**src/rtl/pcint_cfg.svh**
```systemverilog
// Purpose: Constants for the pin change interrupt block.
// Assumes: APB slave with 32-bit data and byte addresses.
// Notes: Offsets, field positions, reset values and widths live here.
//
// How it works
// - Detect changes on first bank and second bank.
// - Every pin configured on its own.
// - Interrupt only while master enable is set.
// - Per-pin rising detector gated by rise enable.
// - Per-pin falling detector gated by fall enable.
// - Both enables set flags either direction.
// - Enabled edge sets flag and requests interrupt.
// - Summary flag is OR of all pin flags.
// - Writing zero to a flag clears it.
// - Edge during clearing write keeps flag set.
// - Enabled change wakes device while master enable is set, flags already updated.
// - First bank uses bits 5 to 0.
// - Second bank uses bits 7 to 4.
`ifndef PCINT_CFG_SVH
`define PCINT_CFG_SVH

// ---------------------------------------------------------------
// Register offsets (byte addresses).
// ---------------------------------------------------------------
`define PCINT_OFS_A_RISE 8'h00
`define PCINT_OFS_A_FALL 8'h04
`define PCINT_OFS_A_FLAG 8'h08
`define PCINT_OFS_B_RISE 8'h0C
`define PCINT_OFS_B_FALL 8'h10
`define PCINT_OFS_B_FLAG 8'h14
`define PCINT_OFS_CTRL 8'h18

// ---------------------------------------------------------------
// Field layout and widths.
// ---------------------------------------------------------------
`define PCINT_ADDR_W 8
`define PCINT_DATA_W 32
`define PCINT_A_W 6
`define PCINT_B_W 4
`define PCINT_B_LSB 4
`define PCINT_PINS 10
`define PCINT_MASTER_BIT 3
`define PCINT_SUMMARY_BIT 0

// ---------------------------------------------------------------
// Reset values.
// ---------------------------------------------------------------
`define PCINT_RST_PINS 10'h000
`define PCINT_RST_WORD 32'h0000_0000

`endif

```
**src/rtl/pcint_pkg.sv**
```systemverilog
// Purpose: Types shared by the pin change interrupt block.
// Assumes: The constants header is available on the include path.
// Notes: Holds types only; pin widths come from the header, the select codes are set here.
`include "pcint_cfg.svh"

package pcint_pkg;

	// Per-pin edge enables, second bank above first bank.
	typedef struct packed
	{
		logic [`PCINT_PINS-1:0] rise;
		logic [`PCINT_PINS-1:0] fall;
	} pcint_edge_cfg_t;

	// One-hot register select from the address decoder.
	typedef enum logic [7:0]
	{
		PCINT_SEL_NONE = 8'h01,
		PCINT_SEL_A_RISE = 8'h02,
		PCINT_SEL_A_FALL = 8'h04,
		PCINT_SEL_A_FLAG = 8'h08,
		PCINT_SEL_B_RISE = 8'h10,
		PCINT_SEL_B_FALL = 8'h20,
		PCINT_SEL_B_FLAG = 8'h40,
		PCINT_SEL_CTRL = 8'h80
	} pcint_sel_t;

endpackage

```
**src/rtl/pcint_top.sv**
```systemverilog
// Purpose: Pin change interrupt block with an APB register slave.
// Assumes: Pins are asynchronous; the bus runs on clk_i.
// Notes: Zero wait state slave; read data is captured in setup.
//
// Decided for this implementation: the APB slave port and the register offsets.
`timescale 1ns/1ns
`include "pcint_cfg.svh"

module pcint_top
	import pcint_pkg::*;
(
	input wire logic clk_i,
	input wire logic rst_b_i,
	input wire logic [`PCINT_A_W-1:0] first_gpio_bank_i,
	input wire logic [`PCINT_B_W-1:0] second_gpio_bank_i,
	input wire logic psel_i,
	input wire logic penable_i,
	input wire logic pwrite_i,
	input wire logic [`PCINT_ADDR_W-1:0] paddr_i,
	input wire logic [`PCINT_DATA_W-1:0] pwdata_i,
	output logic pready_o,
	output logic [`PCINT_DATA_W-1:0] prdata_o,
	output logic pslverr_o,
	output logic irq_o,
	output logic change_irq_summary_flag_o,
	output logic wake_o
);

	// ---------------------------------------------------------------
	// Helper functions.
	// ---------------------------------------------------------------

	// Decodes a byte address into a one-hot register select.
	function automatic pcint_sel_t pcint_decode
	(
		input logic [`PCINT_ADDR_W-1:0] addr
	);
		pcint_sel_t sel;
		sel = PCINT_SEL_NONE;
		case (addr)
			`PCINT_OFS_A_RISE: sel = PCINT_SEL_A_RISE;
			`PCINT_OFS_A_FALL: sel = PCINT_SEL_A_FALL;
			`PCINT_OFS_A_FLAG: sel = PCINT_SEL_A_FLAG;
			`PCINT_OFS_B_RISE: sel = PCINT_SEL_B_RISE;
			`PCINT_OFS_B_FALL: sel = PCINT_SEL_B_FALL;
			`PCINT_OFS_B_FLAG: sel = PCINT_SEL_B_FLAG;
			`PCINT_OFS_CTRL: sel = PCINT_SEL_CTRL;
			default: sel = PCINT_SEL_NONE;
		endcase
		return sel;
	endfunction

	// Places one bank of a pin vector into its register word.
	function automatic logic [`PCINT_DATA_W-1:0] pcint_to_word
	(
		input logic [`PCINT_PINS-1:0] v,
		input logic bank_b
	);
		logic [`PCINT_DATA_W-1:0] w;
		w = `PCINT_RST_WORD;
		if (bank_b)
		begin
			w[`PCINT_B_LSB +: `PCINT_B_W] = v[`PCINT_A_W +: `PCINT_B_W];
		end
		else
		begin
			w[`PCINT_A_W-1:0] = v[`PCINT_A_W-1:0];
		end
		return w;
	endfunction

	// Replaces one bank of a pin vector with bits from a bus word.
	function automatic logic [`PCINT_PINS-1:0] pcint_from_word
	(
		input logic [`PCINT_PINS-1:0] old,
		input logic [`PCINT_DATA_W-1:0] w,
		input logic bank_b
	);
		logic [`PCINT_PINS-1:0] v;
		v = old;
		if (bank_b)
		begin
			v[`PCINT_A_W +: `PCINT_B_W] = w[`PCINT_B_LSB +: `PCINT_B_W];
		end
		else
		begin
			v[`PCINT_A_W-1:0] = w[`PCINT_A_W-1:0];
		end
		return v;
	endfunction

	// ---------------------------------------------------------------
	// Declarations.
	// ---------------------------------------------------------------
	logic [`PCINT_PINS-1:0] pin_w; // Both banks, second bank on top.
	logic [`PCINT_PINS-1:0] sync1_r; // First synchroniser stage.
	logic [`PCINT_PINS-1:0] sync2_r; // Second synchroniser stage.
	logic [`PCINT_PINS-1:0] sync3_r; // Third synchroniser stage.
	logic [`PCINT_PINS-1:0] stable_r; // Last accepted pin level.
	logic [`PCINT_PINS-1:0] stable_nxt; // Accepted level this cycle.
	logic [`PCINT_PINS-1:0] rise_ev_w; // Accepted rising transitions.
	logic [`PCINT_PINS-1:0] fall_ev_w; // Accepted falling transitions.
	logic [`PCINT_PINS-1:0] ev_w; // Any accepted transition.
	logic [`PCINT_PINS-1:0] det_w; // Enabled edges this cycle.
	pcint_edge_cfg_t cfg_r; // Edge enable registers.
	logic [`PCINT_PINS-1:0] flags_r; // Sticky change flags.
	logic [`PCINT_PINS-1:0] flags_nxt; // Next flag value.
	logic [`PCINT_PINS-1:0] hold_r; // Edges seen in a clear's setup.
	logic master_en_r; // Master change interrupt enable.
	logic any_flag_w; // OR of all pin flags.
	pcint_sel_t sel_w; // Decoded register select.
	logic setup_w; // APB setup cycle.
	logic access_w; // APB access cycle.
	logic wr_w; // Write taking effect this edge.
	logic flag_setup_w; // Setup cycle of a write to a flag register.
	logic [`PCINT_DATA_W-1:0] rd_nxt; // Read word for the next access.
	logic [`PCINT_DATA_W-1:0] prdata_r; // Registered read data.

	// ---------------------------------------------------------------
	// Pin synchroniser and edge detection.
	// ---------------------------------------------------------------

	// Gathers both banks into one vector.
	assign pin_w = {second_gpio_bank_i, first_gpio_bank_i};

	// Three flops per pin; the first is read only by the second.
	always_ff @(posedge clk_i)
	begin
		if (!rst_b_i)
		begin
			sync1_r <= `PCINT_RST_PINS;
			sync2_r <= `PCINT_RST_PINS;
			sync3_r <= `PCINT_RST_PINS;
		end
		else
		begin
			sync1_r <= pin_w;
			sync2_r <= sync1_r;
			sync3_r <= sync2_r;
		end
	end

	// A new level is accepted only once stages two and three agree.
	always_comb
	begin
		stable_nxt = (~(sync2_r ^ sync3_r) & sync3_r) |
			((sync2_r ^ sync3_r) & stable_r);
		rise_ev_w = stable_nxt & ~stable_r;
		fall_ev_w = ~stable_nxt & stable_r;
		ev_w = rise_ev_w | fall_ev_w;
		// Each pin is gated by its own enables, either or both.
		det_w = (rise_ev_w & cfg_r.rise) | (fall_ev_w & cfg_r.fall);
	end

	// Keeps the accepted level so each transition is seen once.
	always_ff @(posedge clk_i)
	begin
		if (!rst_b_i)
		begin
			stable_r <= `PCINT_RST_PINS;
		end
		else
		begin
			stable_r <= stable_nxt;
		end
	end

	// ---------------------------------------------------------------
	// APB decode.
	// ---------------------------------------------------------------

	// Splits the bus transfer into its phases.
	always_comb
	begin
		sel_w = pcint_decode(paddr_i);
		setup_w = psel_i & ~penable_i;
		access_w = psel_i & penable_i;
		wr_w = access_w & pwrite_i;
		flag_setup_w = setup_w & pwrite_i &
			((sel_w == PCINT_SEL_A_FLAG) || (sel_w == PCINT_SEL_B_FLAG));
	end

	// The slave never stalls; unmapped addresses answer with an error.
	assign pready_o = 1'b1;
	assign pslverr_o = access_w & (sel_w == PCINT_SEL_NONE);

	// ---------------------------------------------------------------
	// Configuration registers.
	// ---------------------------------------------------------------

	// Edge enables for both banks, written a bank at a time.
	always_ff @(posedge clk_i)
	begin
		if (!rst_b_i)
		begin
			cfg_r.rise <= `PCINT_RST_PINS;
			cfg_r.fall <= `PCINT_RST_PINS;
		end
		else if (wr_w)
		begin
			unique case (sel_w)
				PCINT_SEL_A_RISE: cfg_r.rise <= pcint_from_word(cfg_r.rise,
					pwdata_i, 1'b0);
				PCINT_SEL_B_RISE: cfg_r.rise <= pcint_from_word(cfg_r.rise,
					pwdata_i, 1'b1);
				PCINT_SEL_A_FALL: cfg_r.fall <= pcint_from_word(cfg_r.fall,
					pwdata_i, 1'b0);
				PCINT_SEL_B_FALL: cfg_r.fall <= pcint_from_word(cfg_r.fall,
					pwdata_i, 1'b1);
				default:
				begin
					cfg_r <= cfg_r;
				end
			endcase
		end
	end

	// Master enable in the interrupt control register.
	always_ff @(posedge clk_i)
	begin
		if (!rst_b_i)
		begin
			master_en_r <= 1'b0;
		end
		else if (wr_w && (sel_w == PCINT_SEL_CTRL))
		begin
			master_en_r <= pwdata_i[`PCINT_MASTER_BIT];
		end
	end

	// ---------------------------------------------------------------
	// Change flags.
	// ---------------------------------------------------------------

	// Remembers edges caught while a clearing write sits in setup.
	always_ff @(posedge clk_i)
	begin
		if (!rst_b_i)
		begin
			hold_r <= `PCINT_RST_PINS;
		end
		else if (flag_setup_w)
		begin
			hold_r <= det_w;
		end
		else
		begin
			hold_r <= `PCINT_RST_PINS;
		end
	end

	// Hardware sets win over a clear; writing one leaves a flag alone.
	always_comb
	begin
		flags_nxt = flags_r;
		if (wr_w && (sel_w == PCINT_SEL_A_FLAG))
		begin
			flags_nxt = pcint_from_word(flags_r,
				pcint_to_word(flags_r, 1'b0) & pwdata_i, 1'b0);
			flags_nxt = flags_nxt | hold_r;
		end
		else if (wr_w && (sel_w == PCINT_SEL_B_FLAG))
		begin
			flags_nxt = pcint_from_word(flags_r,
				pcint_to_word(flags_r, 1'b1) & pwdata_i, 1'b1);
			flags_nxt = flags_nxt | hold_r;
		end
		flags_nxt = flags_nxt | det_w;
	end

	// Flag storage.
	always_ff @(posedge clk_i)
	begin
		if (!rst_b_i)
		begin
			flags_r <= `PCINT_RST_PINS;
		end
		else
		begin
			flags_r <= flags_nxt;
		end
	end

	// ---------------------------------------------------------------
	// Summary, interrupt and wake.
	// ---------------------------------------------------------------

	// The summary flag and requests follow the flag flops directly.
	assign any_flag_w = |flags_r;
	assign change_irq_summary_flag_o = any_flag_w;
	assign irq_o = master_en_r & any_flag_w;
	// Flags are already set when the wake request rises.
	assign wake_o = master_en_r & any_flag_w;

	// ---------------------------------------------------------------
	// Read data.
	// ---------------------------------------------------------------

	// Selects the word for a read; unmapped addresses read zero.
	always_comb
	begin
		rd_nxt = `PCINT_RST_WORD;
		unique case (sel_w)
			PCINT_SEL_A_RISE: rd_nxt = pcint_to_word(cfg_r.rise, 1'b0);
			PCINT_SEL_A_FALL: rd_nxt = pcint_to_word(cfg_r.fall, 1'b0);
			PCINT_SEL_A_FLAG: rd_nxt = pcint_to_word(flags_r, 1'b0);
			PCINT_SEL_B_RISE: rd_nxt = pcint_to_word(cfg_r.rise, 1'b1);
			PCINT_SEL_B_FALL: rd_nxt = pcint_to_word(cfg_r.fall, 1'b1);
			PCINT_SEL_B_FLAG: rd_nxt = pcint_to_word(flags_r, 1'b1);
			PCINT_SEL_CTRL:
			begin
				rd_nxt[`PCINT_MASTER_BIT] = master_en_r;
				rd_nxt[`PCINT_SUMMARY_BIT] = any_flag_w;
			end
			PCINT_SEL_NONE: rd_nxt = `PCINT_RST_WORD;
			default: rd_nxt = `PCINT_RST_WORD;
		endcase
	end

	// Captures read data in the setup cycle for the access cycle.
	always_ff @(posedge clk_i)
	begin
		if (!rst_b_i)
		begin
			prdata_r <= `PCINT_RST_WORD;
		end
		else if (setup_w && !pwrite_i)
		begin
			prdata_r <= rd_nxt;
		end
	end

	assign prdata_o = prdata_r;
endmodule

```
**config.mk**
```make
export PLATFORM = sky130hd
export DESIGN_NAME = pcint_top
export DESIGN_NICKNAME = d
export VERILOG_FILES = /design/src/rtl/pcint_pkg.sv /design/src/rtl/pcint_top.sv
export VERILOG_INCLUDE_DIRS = /design/src /design/src/rtl
export SDC_FILE = /design/constraint.sdc
export NUM_CORES = 1
export LEC_CHECK = 0
export BUFFER_PORTS_ARGS = -buffer_cell sky130_fd_sc_hd__buf_2
export CORE_MARGIN = 4
export CORE_UTILIZATION = 57
export DETAILED_ROUTE_END_ITERATION = 16
export PLACE_DENSITY = 0.83
export SLEW_MARGIN = 10
export SYNTH_ARGS = -nofsm -noshare
export SYNTH_HDL_FRONTEND = slang
export SYNTH_SLANG_ARGS = --single-unit
```
**constraint.sdc**
```tcl
create_clock -name clk_i -period 3 [get_ports clk_i]
set_input_delay 0.45 -clock clk_i [delete_from_list [all_inputs] [get_ports clk_i]]
set_output_delay 0.45 -clock clk_i [all_outputs]
set_load 0.005 [all_outputs]
```
==> metrics.csv <==
metric,value,unit
status,"complete, no violations",
number of enable flip-flop cells after synthesis,0,
residual DRC count,0,
GRT overflow,0,
clk slew on worst S/H paths,0.09,ns
H-Tree Depth,3,
met2 wire length,3210,µm
post-route clock period utilization,0.662,
Reg-to-Reg Start,flags_r[2]$_SDFF_PN0_,
die width,90.0,µm
vias in the first global route,2564,
initial antenna violation count,0,
reg2reg end,prdata_o[0]$_SDFFE_PN0P_,
Power Density,490,nW/µm²
startpoint types,input port,
Switching Share,0.242,
Fin Hold WS,0.289,ns
CTS tree,built,
highest metal used,met4,
Metal-1 WL,3340,µm
clock skew,0.0124,ns
Std-Cell Rows,29,
Flop pwr share,0.595,
ANT nets after route,0,
clock root buffer master,clkbuf_8,
Inserted Clock Buffers,9,
total track usage,0.184,
clock power share,0.353,
Most common cell on crit path,buf_2,
count of input and output buffers,42,
Leak,1.66,nW
unrepaired setup endpoints after global routing,false,
"Cell Area, Synth",3840,µm²
layout cells sized above 1,0.178,
CP Class,input port to output pin,
routed wire length,7330,µm
Mapped Cells,389,
Synth async-reset ratio,0,
critical path depth,5,
gp weighted congestion,0.870,
Die Ht,90.0,µm
metal3 WL,608,µm
worst path buffer plus inverter count,2,
vias per inst,5.60,
starting DRC count in detailed routing,164,
largest net degree at the start of global routing,61,
yosys warns,0,
I/O pins,92,
critical path endpoint category,output pin,
Combinational Power Share,0.052,
PostCTS Resize Cnt,0,
most frequent cells in the layout,"dfxtp_1 (89), buf_2 (42), and2_1 (32)",
Peak Freq,504,MHz
DPL Wire Length,5090,µm
Reg2Reg Setup Slack,1.71,ns
Unique masters post-synth,42,
part of the Yosys area used for sequential elements,0.464,
Finished Core Util,0.643,
Starting Density,0.594,
core area,6460,µm²
die area,8110,µm²
"Area growth, synth to finish",8.32,%
deepest clock path buffer count,2,
setup TNS,0,ns
R2R depth,4,
# hold bufs at CTS,0,
clock sinks,89,
Skew-Pair Late Insertion Delay,0.36,ns
final hold vios,0,
Seq cells post-synth,89,
Ant. Diodes,0,
routed wire length per instance,14.4,µm
DR vias,2849,
CP max-delay cell,and2_0,
"Data required, critical path",2.55,ns
Peak VDD IR,294,µV
"critical path, cell by cell","buf_2, and2_0, nand2_1, a31oi_1, buf_2",
Max Cap Viol,0,
Critical Path Fanout Max,16,
Finish-stage setup viols,0,
Worst Hold Class,input port to register,
worst-margin pin slew,0.764,ns
"slowest stage delay, CP",0.39,ns
Critical Path End,pslverr_o,
average cell area after synthesis,9.86,µm²
CP Launch Point,paddr_i[2],
crit-path leading delay family,simple AND/OR/NAND/NOR gates,
first-pass GRT wire length,12200,µm
Post-CTS Setup Inserts,0,
Switch Pwr,0.492,mW
minimum clock period,1.99,ns
internal power,1.54,mW
Slew HR,0.490,
"leading cell type in the layout, fill and taps excluded",dfxtp_1,
first-pass detailed-route iteration total,4,
max-slew violation count,0,
Final #Nets,482,
"Top FF cell, synth",dfxtp_1,
critical path arrival,1.54,ns
## synthesized netlist by cell type (2+ instances only)
master     instances  area, µm²
a31oi_1            2       12.5
o31ai_1           10       75.1
buf_4             26        195
a22oi_1            3       22.5
and2_0             2       12.5
o2bb2ai_1         14        123
o21ai_0           25        125
nor2b_2           10       87.6
o41ai_2            2       32.5
nand4_1            5       31.3
buf_2              4       20.0
mux2i_1           30        300
conb_1             2       7.51
clkbuf_1           9       33.8
nor3_1            10       50.1
and2_1            32        200
nand3_1           10       50.1
nor2b_1           23        144
a21boi_0          12       90.1
nor2_1             6       22.5
a21oi_1            3       15.0
nand4b_1          10       87.6
nor4_1             3       18.8
and3_1             2       12.5
nand2_1           29        109
dfxtp_1           89       1780
## power groups by stage
stage          sequential, mW  clock [mW]  combinational, mW
2_1_floorplan            1.23           0             0.0848
3_3_place_gp             1.24           0              0.103
3_5_place_dp             1.24           0              0.105
4_1_cts                  1.21       0.739              0.105
5_1_grt                  1.21       0.791              0.118
6_report                 1.21       0.718              0.106
## worst min path at each step
stage,from,endpoint,slack [ns],cells past startpoint
4_1_cts,first_gpio_bank_i[3],sync1_r[3]$_SDFF_PN0_,0.28,2
3_3_place_gp,hold_r[4]$_SDFF_PN0_,flags_r[4]$_SDFF_PN0_,0.41,1
6_report,first_gpio_bank_i[3],sync1_r[3]$_SDFF_PN0_,0.29,2
3_5_place_dp,hold_r[7]$_SDFF_PN0_,flags_r[7]$_SDFF_PN0_,0.42,1
5_1_grt,second_gpio_bank_i[2],sync1_r[8]$_SDFF_PN0_,0.29,2
2_1_floorplan,hold_r[0]$_SDFF_PN0_,flags_r[0]$_SDFF_PN0_,0.41,1
## layout make-up
cell class	count	area, µm²
flip-flops and latches	89	1780
repair buffers	44	225
well taps	77	96.3
multi-input cells	283	1880
clock inverters	6	43.8
clock buffers	10	128
fillers	530	2300
## flip-flops by register name (all words and copies together) (netlist names)
register	flops
cfg_r	20
flags_r	10
hold_r	10
stable_r	10
sync1_r	10
sync2_r	10
sync3_r	10
prdata_o	8
master_en_r	1
## layer usage
layer | global-route usage | up-vias
met4 | 0.107 | 0
met2 | 0.274 | 113
met3 | 0.0484 | 17
li1 | - | 1410
met5 | 0 | -
met1 | 0.239 | 1309
## per-stage QoR
step                cells  power [mW]  cell area [µm²]  worst slack [ns]
finish                509        2.03             4160              1.01
global route          509        2.12             4160             0.924
CTS                   509        2.05             4160              1.00
detailed placement    493        1.34             3980             0.890
global placement      493        1.34             3980             0.941
floorplan             412        1.32             3920              1.49
## kinds of logic after synthesis
logic type,after synthesis,share of synthesized area
AND/OR/NAND/NOR,154,0.248
flip-flops,89,0.464
AO/OA/AOI/OAI,73,0.133
buffers and inverters,40,0.0678
multiplexers,31,0.0841
other,2,0.00196
Note: power is estimated with default switching activity, not from simulation.
